**src/hdl/cac_pkg.sv**
```systemverilog
// constants for the counter array control flag block
//
// Contract
// RULE1: the shared counter counts only while the run control bit is 1 and holds while it is 0.
// RULE2: a module 0, 1 or 2 match flag is set when that module reports a match or capture.
// RULE3: a set module match flag with its interrupt enabled requests the counter array interrupt.
// RULE4: a module match flag is never cleared by hardware, only by a software write of zero.
// RULE5: the overflow flag stays set until software clears it, also across interrupt entry.
// RULE6: the overflow flag is set on a 16-bit counter wrap, requests the interrupt when enabled, and resets to zero.
// RULE7: while the watchdog function is enabled, run control writes are ignored and the counter runs.
// RULE8: while the watchdog function is enabled but software has not set run control, it reads as zero.
// RULE9: while the watchdog function is enabled, writing 1 to the module 2 flag forces a watchdog reset.
package cac_pkg;
  localparam logic [7:0]  CTRL_ADDR        = 8'hD8;
  localparam logic [7:0]  CTRL_RESET       = 8'h00;
  localparam int          OVF_BIT          = 7;
  localparam int          RUN_BIT          = 6;
  localparam int          MOD2_BIT         = 2;
  localparam int          NUM_MODULES      = 3;
  localparam int          COUNT_WIDTH      = 16;
  localparam logic [15:0] COUNT_RESET      = 16'h0000;
  localparam logic [15:0] COUNT_MAX        = 16'hFFFF;
endpackage : cac_pkg

```
**src/hdl/cac_counter_if.sv**
```systemverilog
// signals between the control flag logic and the shared counter
`timescale 1ns/1ps
interface cac_counter_if;
  logic        run;
  logic        tick;
  logic        wrap;
  logic [15:0] count;
  modport ctrl (output run, output tick, input wrap, input count);
  modport core (input run, input tick, output wrap, output count);
endinterface : cac_counter_if

```
**src/hdl/cac_counter_core.sv**
```systemverilog
// shared 16-bit counter/timer of the counter array
`timescale 1ns/1ps
module cac_counter_core
  import cac_pkg::*;
(
  input  wire logic   i_ref_clk,
  input  wire logic   i_rst_n,
  cac_counter_if.core bus
);
  logic [15:0] count;
  logic [15:0] next_count;
  logic        wrap;
  logic        next_wrap;

  // count on each time base tick while running
  always_comb begin
    next_count = count;
    next_wrap  = 1'h0;
    if (bus.run && bus.tick) begin // RULE1
      next_count = count + 16'h0001;
      next_wrap  = (count == COUNT_MAX); // RULE6
    end
  end

  always_ff @(posedge i_ref_clk or negedge i_rst_n) begin
    if (!i_rst_n) begin
      count <= COUNT_RESET;
      wrap  <= 1'h0;
    end else begin
      count <= next_count;
      wrap  <= next_wrap;
    end
  end

  assign bus.count = count;
  assign bus.wrap  = wrap;
endmodule : cac_counter_core

```
**src/hdl/cac_control.sv**
```systemverilog
// counter array control register with run control and sticky event flags
`timescale 1ns/1ps
module cac_control
  import cac_pkg::*;
(
  input  wire logic        i_ref_clk,
  input  wire logic        i_nrst,
  input  wire logic [7:0]  i_sfr_addr,
  input  wire logic        i_sfr_wr,
  input  wire logic        i_sfr_rd,
  input  wire logic [7:0]  i_sfr_wdata,
  output logic      [7:0]  o_sfr_rdata,
  input  wire logic        i_count_tick,
  input  wire logic [2:0]  i_module_event,
  input  wire logic [2:0]  i_module_int_enable,
  input  wire logic        i_overflow_int_enable,
  input  wire logic        i_watchdog_enable,
  output logic             o_counter_running,
  output logic      [15:0] o_count,
  output logic             o_irq,
  output logic             o_watchdog_force_reset
);
  // reset release through two flops; assertion stays asynchronous so the
  // flags clear at once, even while the clock is stopped
  // the counter and the flags leave reset on one edge, so no wrap is half seen
  logic rst_meta;
  logic next_rst_meta;
  logic rst_n;
  logic next_rst_n;

  // a constant one walks in; only the second stage feeds the logic
  always_comb begin
    next_rst_meta = 1'h1;
    next_rst_n    = rst_meta;
  end

  // both stages clear together on the asynchronous edge
  always_ff @(posedge i_ref_clk or negedge i_nrst) begin
    if (!i_nrst) begin
      rst_meta <= 1'h0;
      rst_n    <= 1'h0;
    end else begin
      rst_meta <= next_rst_meta;
      rst_n    <= next_rst_n;
    end
  end

  // register select, decoded for both read and write
  // one function keeps the read and write paths on the same address
  function automatic logic hit(input logic [7:0] addr);
    hit = (addr == CTRL_ADDR);
  endfunction : hit

  // decoded strobes
  logic wr_ctrl;
  logic rd_ctrl;

  // strobes for this register only; any other address has no effect
  assign wr_ctrl = i_sfr_wr && hit(i_sfr_addr);
  assign rd_ctrl = i_sfr_rd && hit(i_sfr_addr);

  // register state and its next values
  logic       run_sw;
  logic       next_run_sw;
  logic       ovf_flag;
  logic       next_ovf_flag;
  logic [2:0] mod_flag;
  logic       force_rst;
  logic       next_force_rst;
  logic [7:0] rdata;
  logic [7:0] next_rdata;
  logic [7:0] ctrl_view;
  logic       ovf_request;
  logic [2:0] mod_request;

  // shared counter; it leaves reset on the same released copy as the flags
  cac_counter_if ctr ();

  cac_counter_core u_core (
    .i_ref_clk (i_ref_clk),
    .i_rst_n   (rst_n),
    .bus       (ctr.core)
  );

  // watchdog keeps the counter running regardless of the run bit
  // the tick comes from a divider outside, one pulse per count
  assign ctr.run  = run_sw || i_watchdog_enable; // RULE1 RULE7
  assign ctr.tick = i_count_tick;

  // per-module match flags, one sticky bit each; a hardware set beats a
  // same-cycle software clear, so no match is ever lost
  // software may also write a one, which sets the flag like an event
  genvar m;
  generate
    for (m = 0; m < NUM_MODULES; m++) begin : g_mod
      logic flag;
      logic next_flag;

      // a write loads the bit first, then an event overrides it
      always_comb begin
        next_flag = flag;
        if (wr_ctrl) begin
          next_flag = i_sfr_wdata[m]; // RULE4
        end
        if (i_module_event[m]) begin
          next_flag = 1'h1; // RULE2
        end
      end

      // flag register of this module
      always_ff @(posedge i_ref_clk or negedge rst_n) begin
        if (!rst_n) begin
          flag <= CTRL_RESET[m];
        end else begin
          flag <= next_flag;
        end
      end

      // gather the per-module bits for the read view and the request
      assign mod_flag[m] = flag;
    end
  endgenerate

  // overflow flag: set one cycle after the registered wrap, cleared only by
  // software; interrupt entry leaves it alone
  // a same-cycle clear loses to the wrap, as for the module flags
  always_comb begin
    next_ovf_flag = ovf_flag;
    if (wr_ctrl) begin
      next_ovf_flag = i_sfr_wdata[OVF_BIT]; // RULE5
    end
    if (ctr.wrap) begin
      next_ovf_flag = 1'h1; // RULE6
    end
  end

  // overflow flag register
  always_ff @(posedge i_ref_clk or negedge rst_n) begin
    if (!rst_n) begin
      ovf_flag <= CTRL_RESET[OVF_BIT]; // RULE6
    end else begin
      ovf_flag <= next_ovf_flag;
    end
  end

  // software run bit; a write under the watchdog skips only this bit, so the
  // bit keeps what software last set and reads that back
  // limitation: software cannot stop the counter until the watchdog is off
  always_comb begin
    next_run_sw = run_sw;
    if (wr_ctrl && !i_watchdog_enable) begin
      next_run_sw = i_sfr_wdata[RUN_BIT]; // RULE7
    end
  end

  // run bit register
  always_ff @(posedge i_ref_clk or negedge rst_n) begin
    if (!rst_n) begin
      run_sw <= CTRL_RESET[RUN_BIT]; // RULE8
    end else begin
      run_sw <= next_run_sw;
    end
  end

  // forced watchdog reset pulse; the module 2 flag write still lands, the
  // pulse is only the extra side effect and lasts one cycle
  // with the watchdog off the same bit is a plain flag write
  always_comb begin
    next_force_rst = 1'h0;
    if (wr_ctrl && i_watchdog_enable) begin
      next_force_rst = i_sfr_wdata[MOD2_BIT]; // RULE9
    end
  end

  // pulse register; the reset logic outside sees a clean one-cycle high
  always_ff @(posedge i_ref_clk or negedge rst_n) begin
    if (!rst_n) begin
      force_rst <= 1'h0;
    end else begin
      force_rst <= next_force_rst;
    end
  end

  // read view shows only the software run bit, never the forced one;
  // the unused middle bits read as zero
  assign ctrl_view = {ovf_flag, run_sw, 3'h0, mod_flag}; // RULE8

  // read data is captured on the read strobe and holds until the next read
  // a read of another address leaves the last captured byte in place
  always_comb begin
    next_rdata = rdata;
    if (rd_ctrl) begin
      next_rdata = ctrl_view;
    end
  end

  // read data register
  always_ff @(posedge i_ref_clk or negedge rst_n) begin
    if (!rst_n) begin
      rdata <= CTRL_RESET;
    end else begin
      rdata <= next_rdata;
    end
  end

  // interrupt sources, each gated by its own enable
  assign ovf_request = ovf_flag && i_overflow_int_enable; // RULE6
  assign mod_request = mod_flag & i_module_int_enable; // RULE3

  // level request: it stays up while any enabled flag stays set, so the
  // service routine must clear the flag before it returns
  // no edge detection here: the interrupt logic outside sees a level
  assign o_irq = ovf_request || (|mod_request);

  // outputs straight from the registers and the run gate
  // the count itself is registered inside the counter core
  assign o_counter_running      = ctr.run;
  assign o_count                = ctr.count;
  assign o_sfr_rdata            = rdata;
  assign o_watchdog_force_reset = force_rst;
endmodule : cac_control

```
**config.mk**
```make
export PLATFORM = sky130hd
export DESIGN_NAME = cac_control
export DESIGN_NICKNAME = d
export VERILOG_FILES = /design/src/hdl/cac_pkg.sv /design/src/hdl/cac_counter_if.sv /design/src/hdl/cac_counter_core.sv /design/src/hdl/cac_control.sv
export SDC_FILE = /design/constraint.sdc
export NUM_CORES = 1
export LEC_CHECK = 0
export BUFFER_PORTS_ARGS = -buffer_cell sky130_fd_sc_hd__buf_2
export CAP_MARGIN = 20
export CORE_MARGIN = 2
export CORE_UTILIZATION = 30
export CTS_CLUSTER_SIZE = 30
export DETAILED_ROUTE_END_ITERATION = 6
export GPL_ROUTABILITY_DRIVEN = 0
export HOLD_SLACK_MARGIN = 0.1
export SYNTH_ARGS = -nofsm -noshare
export SYNTH_HDL_FRONTEND = slang
export SYNTH_SLANG_ARGS = --single-unit
```
**constraint.sdc**
```tcl
create_clock -name i_ref_clk -period 1.3 [get_ports i_ref_clk]
set_clock_uncertainty 0.1 [all_clocks]
set_input_delay 0.13 -clock i_ref_clk [delete_from_list [all_inputs] [get_ports i_ref_clk]]
set_output_delay 0.13 -clock i_ref_clk [all_outputs]
set_load 0.01 [all_outputs]
```
==> flow_summary.toml, run 1 <==
[power]
p_seq_share_pct = 41.2
p_comb_share_pct = 31.5
p_leak_nw = 1.114
swShare_pct = 29.21
switching_power_mw = 0.8106
p_per_area_nw_per_um2 = 1302
power.total_mw = 2.776
vdd_drop_max_mv = 0.5801
intPower_mw = 1.965
p_clk_share_pct = 27.3

[sta]
period_needed_ns = 1.429
final_hold_viol_count = 0
setup_viol = 14
setup_tns_ns = -1.197
max_freq_ghz = 0.7000
fin_ws_ns = -0.1286
drv_slew = 0
grt_setup_unrepaired = "true"
fin_crit_sh_pct = 109.9
hold_slack_ns = 0.04405

[global_routing]
grt_pass1_vias = 1206
grtUsageTotal_pct = 14.23
gr-total-overflow = 0
grt_pass1_wl_um = 5395
antenna_found_initial = 0
grt_max_degree = 21

[status]
violations = "setup timing"
status = "complete, but fails checks"

[clock_tree]
holdBufCountCts = 10
cts_buffers = 5
clock_latency_ns = 0.28
clk_pin_slew_ns = 0.06
cts_tree = "built"
htree_levels = 2
cts.sinks = 30
cts_root_buf = "clkbuf_8"
clk_path_buf_depth = 2

[floorplan]
start_util_pct = 30.57
ios = 56
dieArea_um2 = 4920
die_width_um = 70.15
die_y_um = 70.15
core_area_um2 = 4294
rows = 24

[synth]
synthDominantCellAreaShare_pct = 57.20
synth_edf_count = 0
syn_area_um2 = 1313
synth_warnings = 0
synth_ff_type = "dfrtp_1"
syn_area_per_cell_um2 = 12.15
yosysSeqAreaShare_pct = 57.20
synth_top_cell_by_area = "dfrtp_1"
ys_types = 24
yosys_register_bits = 30
netlist_instances = 108
synthArstFlopShare_pct = 100.0
synth_area_leaders = "dfrtp_1 57%, xnor2_1 7.3%, mux2_2 6.0%"

[cells_and_area]
fin_cells = 257
final_common_cell = "buf_2"
ff_latch_area_um2 = 753.2
fin_nets = 234
area_growth_pct = 62.44
num-fill-cells = 400
stdcell_area_um2 = 2132
drive_gt1_share_pct = 54.63
multiInputGateArea_um2 = 590.6
antenna_cells = 0
postLayoutCoreUtil_pct = 49.65
final_cell_mix = "47 x buf_2, 28 x dfrtp_1, 26 x buf_4, 10 x dlygate4sd3_1"

[drt]
ant_nets = 0
drt_pre_antenna_iters = 4
drc = 0
num_vias = 1132
viasPerCell = 4.405
drt_iter0_drc = 29
wl_per_cell_um = 12.53
routed_wl_um = 3220

[place]
dp_hpwl_um = 2337
dp_cells = 232
pre_cts_ws_ns = -0.1972
io_buffers = 49
place_area_um2 = 1794

[worst_setup_path]
path_max_fanout = 2
crit_start = "u_core.bus.count[0]$_DFFE_PN0P_"
arrival_ns = 1.50
cp_slowest_stage_delay_ns = 0.40
cp_cell_sequence = "ha_1, o211ai_1, buf_4, nor2_2, and3_1, xor2_1"
slowest_stage = "dfrtp_2"
start_kind = "register"
reg2reg_from = "u_core.bus.count[0]$_DFFE_PN0P_"
path_delay_family = "flip-flops"
criticalPathCategory = "register to register"
endpoint_kind = "register"
cp.required_ns = 1.37
crit_buf_inv = 1

[run]
maxCapViolations = 0

[hold_path]
hold_class = "register to async pin"
[kinds of logic after synthesis]
group                    after synthesis  synth area share, %
flip-flops                            30                57.20
AO/OA/AOI/OAI                          8                5.052
adder cells (fa/ha/maj)                1               0.9531
multiplexers                           7                6.006
AND/OR/NAND/NOR                       36                16.78
other                                  2               0.5722
XOR/XNOR                              15                10.01
buffers and inverters                  9                3.432
[synthesized netlist by cell type (2+ instances only)]
library cell,count
a211o_1,4
a22oi_1,2
and3_1,3
buf_4,3
conb_1,2
dfrtp_1,30
inv_1,6
mux2_2,7
nand2_1,9
nand3_1,5
nand3_2,2
nand4_1,2
nor2_1,9
xnor2_1,11
xor2_1,4
[power by group through the flow]
stage               Combinational (mW)  Sequential (mW)  Clock [mW]
floorplan                        0.197             1.24           0
global placement                 0.699             1.14           0
detailed placement               0.721             1.15           0
CTS                              0.813             1.14       0.787
global route                     0.951             1.16       0.834
finish                           0.874             1.14       0.758
[worst paths after layout]
kind	endpoint	slack [ns]	cells past startpoint
max in group asynchronous	next_rst_n$_DFF_PN0_	0.36	3
setup / recovery	u_core.bus.count[6]$_DFFE_PN0P_	-0.13	6
hold reg to reg	u_core.bus.count[1]$_DFFE_PN0P_	0.04	0
setup reg to reg	u_core.bus.count[6]$_DFFE_PN0P_	-0.13	6
min in group i_ref_clk	o_watchdog_force_reset$_DFF_PN0_	0.14	4
hold / removal	u_core.bus.count[1]$_DFFE_PN0P_	0.04	0
[final cells by class]
class                   instances  share of cell area, %
clock buffers                   7                  4.049
multi-input cells              71                  27.70
clock inverters                 1                 0.2347
repair buffers                 90                  28.58
well taps                      52                  3.052
flip-flops and latches         30                  35.33
inverters                       6                  1.056
[repair_timing]
action	4_1_cts	5_1_grt
buffers inserted	5	2
hold endpoints to repair	16	8
endpoints found under the setup margin	17	19
pin swaps	7	5
gates resized for setup	11	9
[layer usage]
| metal | track usage [%] | vias up | wire length [um] | part of all wire [%] |
|---|---|---|---|---|
| met5 | 0 | - | 0 | 0 |
| met3 | 5.772 | 6 | 251 | 7.8 |
| met1 | 16.04 | 528 | 1316 | 41 |
| li1 | - | 549 | - | - |
| met4 | 6.410 | 0 | 57 | 1.8 |
| met2 | 23.60 | 49 | 1594 | 50 |
[state kept, by name, summed over array words and instances, names as in the netlist]
name / flops
g_mod.flag: 3
ovf_flag: 1
o_sfr_rdata: 5
run_sw: 1
o_watchdog_force_reset: 1
next_rst_n: 1
u_core.bus.wrap: 1
u_core.bus.count: 16
rst_n: 1
(Power assumes the default switching activity.)
==> run 2, diff against run 1 <==
Settings changed: CTS_BUF_LIST set to sky130_fd_sc_hd__clkbuf_4 sky130_fd_sc_hd__clkbuf_8.
==> run 2 against run 1 <==
  * The flow still finishes with violations (setup timing)
  * Sequential share of layout area is 0.062 points lower
  * Non-clock buffer count is the same
  * Largest power group unchanged
  * Worst setup slack did not move
  * Sequential power barely moved
  * Critical endpoint unchanged
  * Hold slack hardly changed
==> flow_summary.toml, run 2 (synthesis gave the netlist of run 1 again) <==
[place]
dp_hpwl_um = 2337
place_area_um2 = 1794
io_buffers = 49

[sta]
max_freq_ghz = 0.7000
fin_ws_ns = -0.1286
grt_setup_unrepaired = "true"
hold_slack_ns = 0.04405
final_hold_viol_count = 0
drv_slew = 0
setup_viol = 14
fin_crit_sh_pct = 109.9
period_needed_ns = 1.429

[status]
violations = "setup timing"
status = "complete, but fails checks"

[global_routing]
grt_pass1_wl_um = 5409
gr-total-overflow = 0
grt_max_degree = 21
grtUsageTotal_pct = 14.26
grt_pass1_vias = 1206
antenna_found_initial = 0

[cells_and_area]
postLayoutCoreUtil_pct = 49.74
stdcell_area_um2 = 2136
drive_gt1_share_pct = 55.12
final_common_cell = "buf_2"
fin_nets = 234
area_growth_pct = 62.73
largest_register_ffs = 16
regMostFlops = "u_core.bus.count"
final_cell_mix = "47 x buf_2, 28 x dfrtp_1, 26 x buf_4, 10 x dlygate4sd3_1"
antenna_cells = 0

[power]
vdd_drop_max_mv = 0.5801
power.total_mw = 2.797
p_leak_nw = 1.117
p_per_area_nw_per_um2 = 1310

[floorplan]
dieArea_um2 = 4920
core_area_um2 = 4294
rows = 24
die_y_um = 70.15
die_width_um = 70.15
start_util_pct = 30.57
ios = 56

[clock_tree]
cts.sinks = 30
clock_latency_ns = 0.28
htree_levels = 2
clk_path_buf_depth = 2
holdBufCountCts = 10
clk_pin_slew_ns = 0.06
cts_tree = "built"
cts_buffers = 5
cts_root_buf = "clkbuf_8"

[worst_setup_path]
endpoint_kind = "register"
criticalPathCategory = "register to register"
arrival_ns = 1.50
path_max_fanout = 2
cp.required_ns = 1.37
start_kind = "register"

[hold_path]
hold_class = "register to async pin"

[drt]
drt_iter0_drc = 27
num_vias = 1135
ant_nets = 0
wl_per_cell_um = 12.56
routed_wl_um = 3228
drt_pre_antenna_iters = 4
viasPerCell = 4.416
drc = 0

[run]
maxCapViolations = 0
-- run 2: critical path, cell delays in order, from the launching register on --
cell and delay (ns):
dfrtp_2 0.40, ha_1 0.19, o211ai_1 0.13, buf_4 0.17, nor2_2 0.04, and3_1 0.14
xor2_1 0.14
-- run 2: final timing paths --
| check | from | to | slack (ns) | cells after the start |
|---|---|---|---|---|
| max in group asynchronous | i_nrst | next_rst_n$_DFF_PN0_ | 0.36 | 3 |
| max | u_core.bus.count[0]$_DFFE_PN0P_ | u_core.bus.count[6]$_DFFE_PN0P_ | -0.13 | 6 |
| max reg2reg | u_core.bus.count[0]$_DFFE_PN0P_ | u_core.bus.count[6]$_DFFE_PN0P_ | -0.13 | 6 |
| min in group i_ref_clk | i_watchdog_enable | o_watchdog_force_reset$_DFF_PN0_ | 0.14 | 4 |
| min | rst_n$_DFF_PN0_ | u_core.bus.count[1]$_DFFE_PN0P_ | 0.04 | 0 |
| min reg2reg | rst_n$_DFF_PN0_ | u_core.bus.count[1]$_DFFE_PN0P_ | 0.04 | 0 |
-- run 2: area by class of cell --
| cell class | count | area, um2 |
|---|---|---|
| Clock buffer | 7 | 90.09 |
| Multi-Input combinational cell | 71 | 590.6 |
| Tap cell | 52 | 65.06 |
| Timing Repair Buffer | 90 | 609.3 |
| Clock inverter | 1 | 5.005 |
| Fill cell | 400 | 2158 |
| Inverter | 6 | 22.52 |
| Sequential cell | 30 | 753.2 |
-- run 2: power breakdown --
group          total [mW]  internal, mW  leakage, nW  switching [mW]
Clock               0.779         0.447       0.0517           0.333
Sequential           1.14          1.05        0.382          0.0940
Combinational       0.874         0.490        0.683           0.385
Total                2.80          1.99         1.12           0.811
-- run 2: what timing repair did --
action / 4_1_cts / 5_1_grt
setup endpoints to repair: 17 / 19
pin swaps: 7 / 5
setup buffers: 5 / 2
resized for setup: 11 / 9
hold endpoints to repair: 16 / 8
-- run 2: through the flow --
step,setup TNS (ns),worst slack [ns],std cells
after global routing,-2.668,-0.2532,257
final,-1.197,-0.1286,257
after global placement,-1.583,-0.1378,232
after detailed placement,-2.513,-0.1972,232
after floorplan,-0.8564,-0.1741,110
after CTS,-1.370,-0.1351,255
-- run 2: per-layer routing --
layer  wire length, um  track usage, %  up-vias
met2              1600           23.60       49
met5                 0               0        -
met3               251           5.772        6
met1              1319           16.13      531
met4                57           6.410        0
li1                  -               -      549
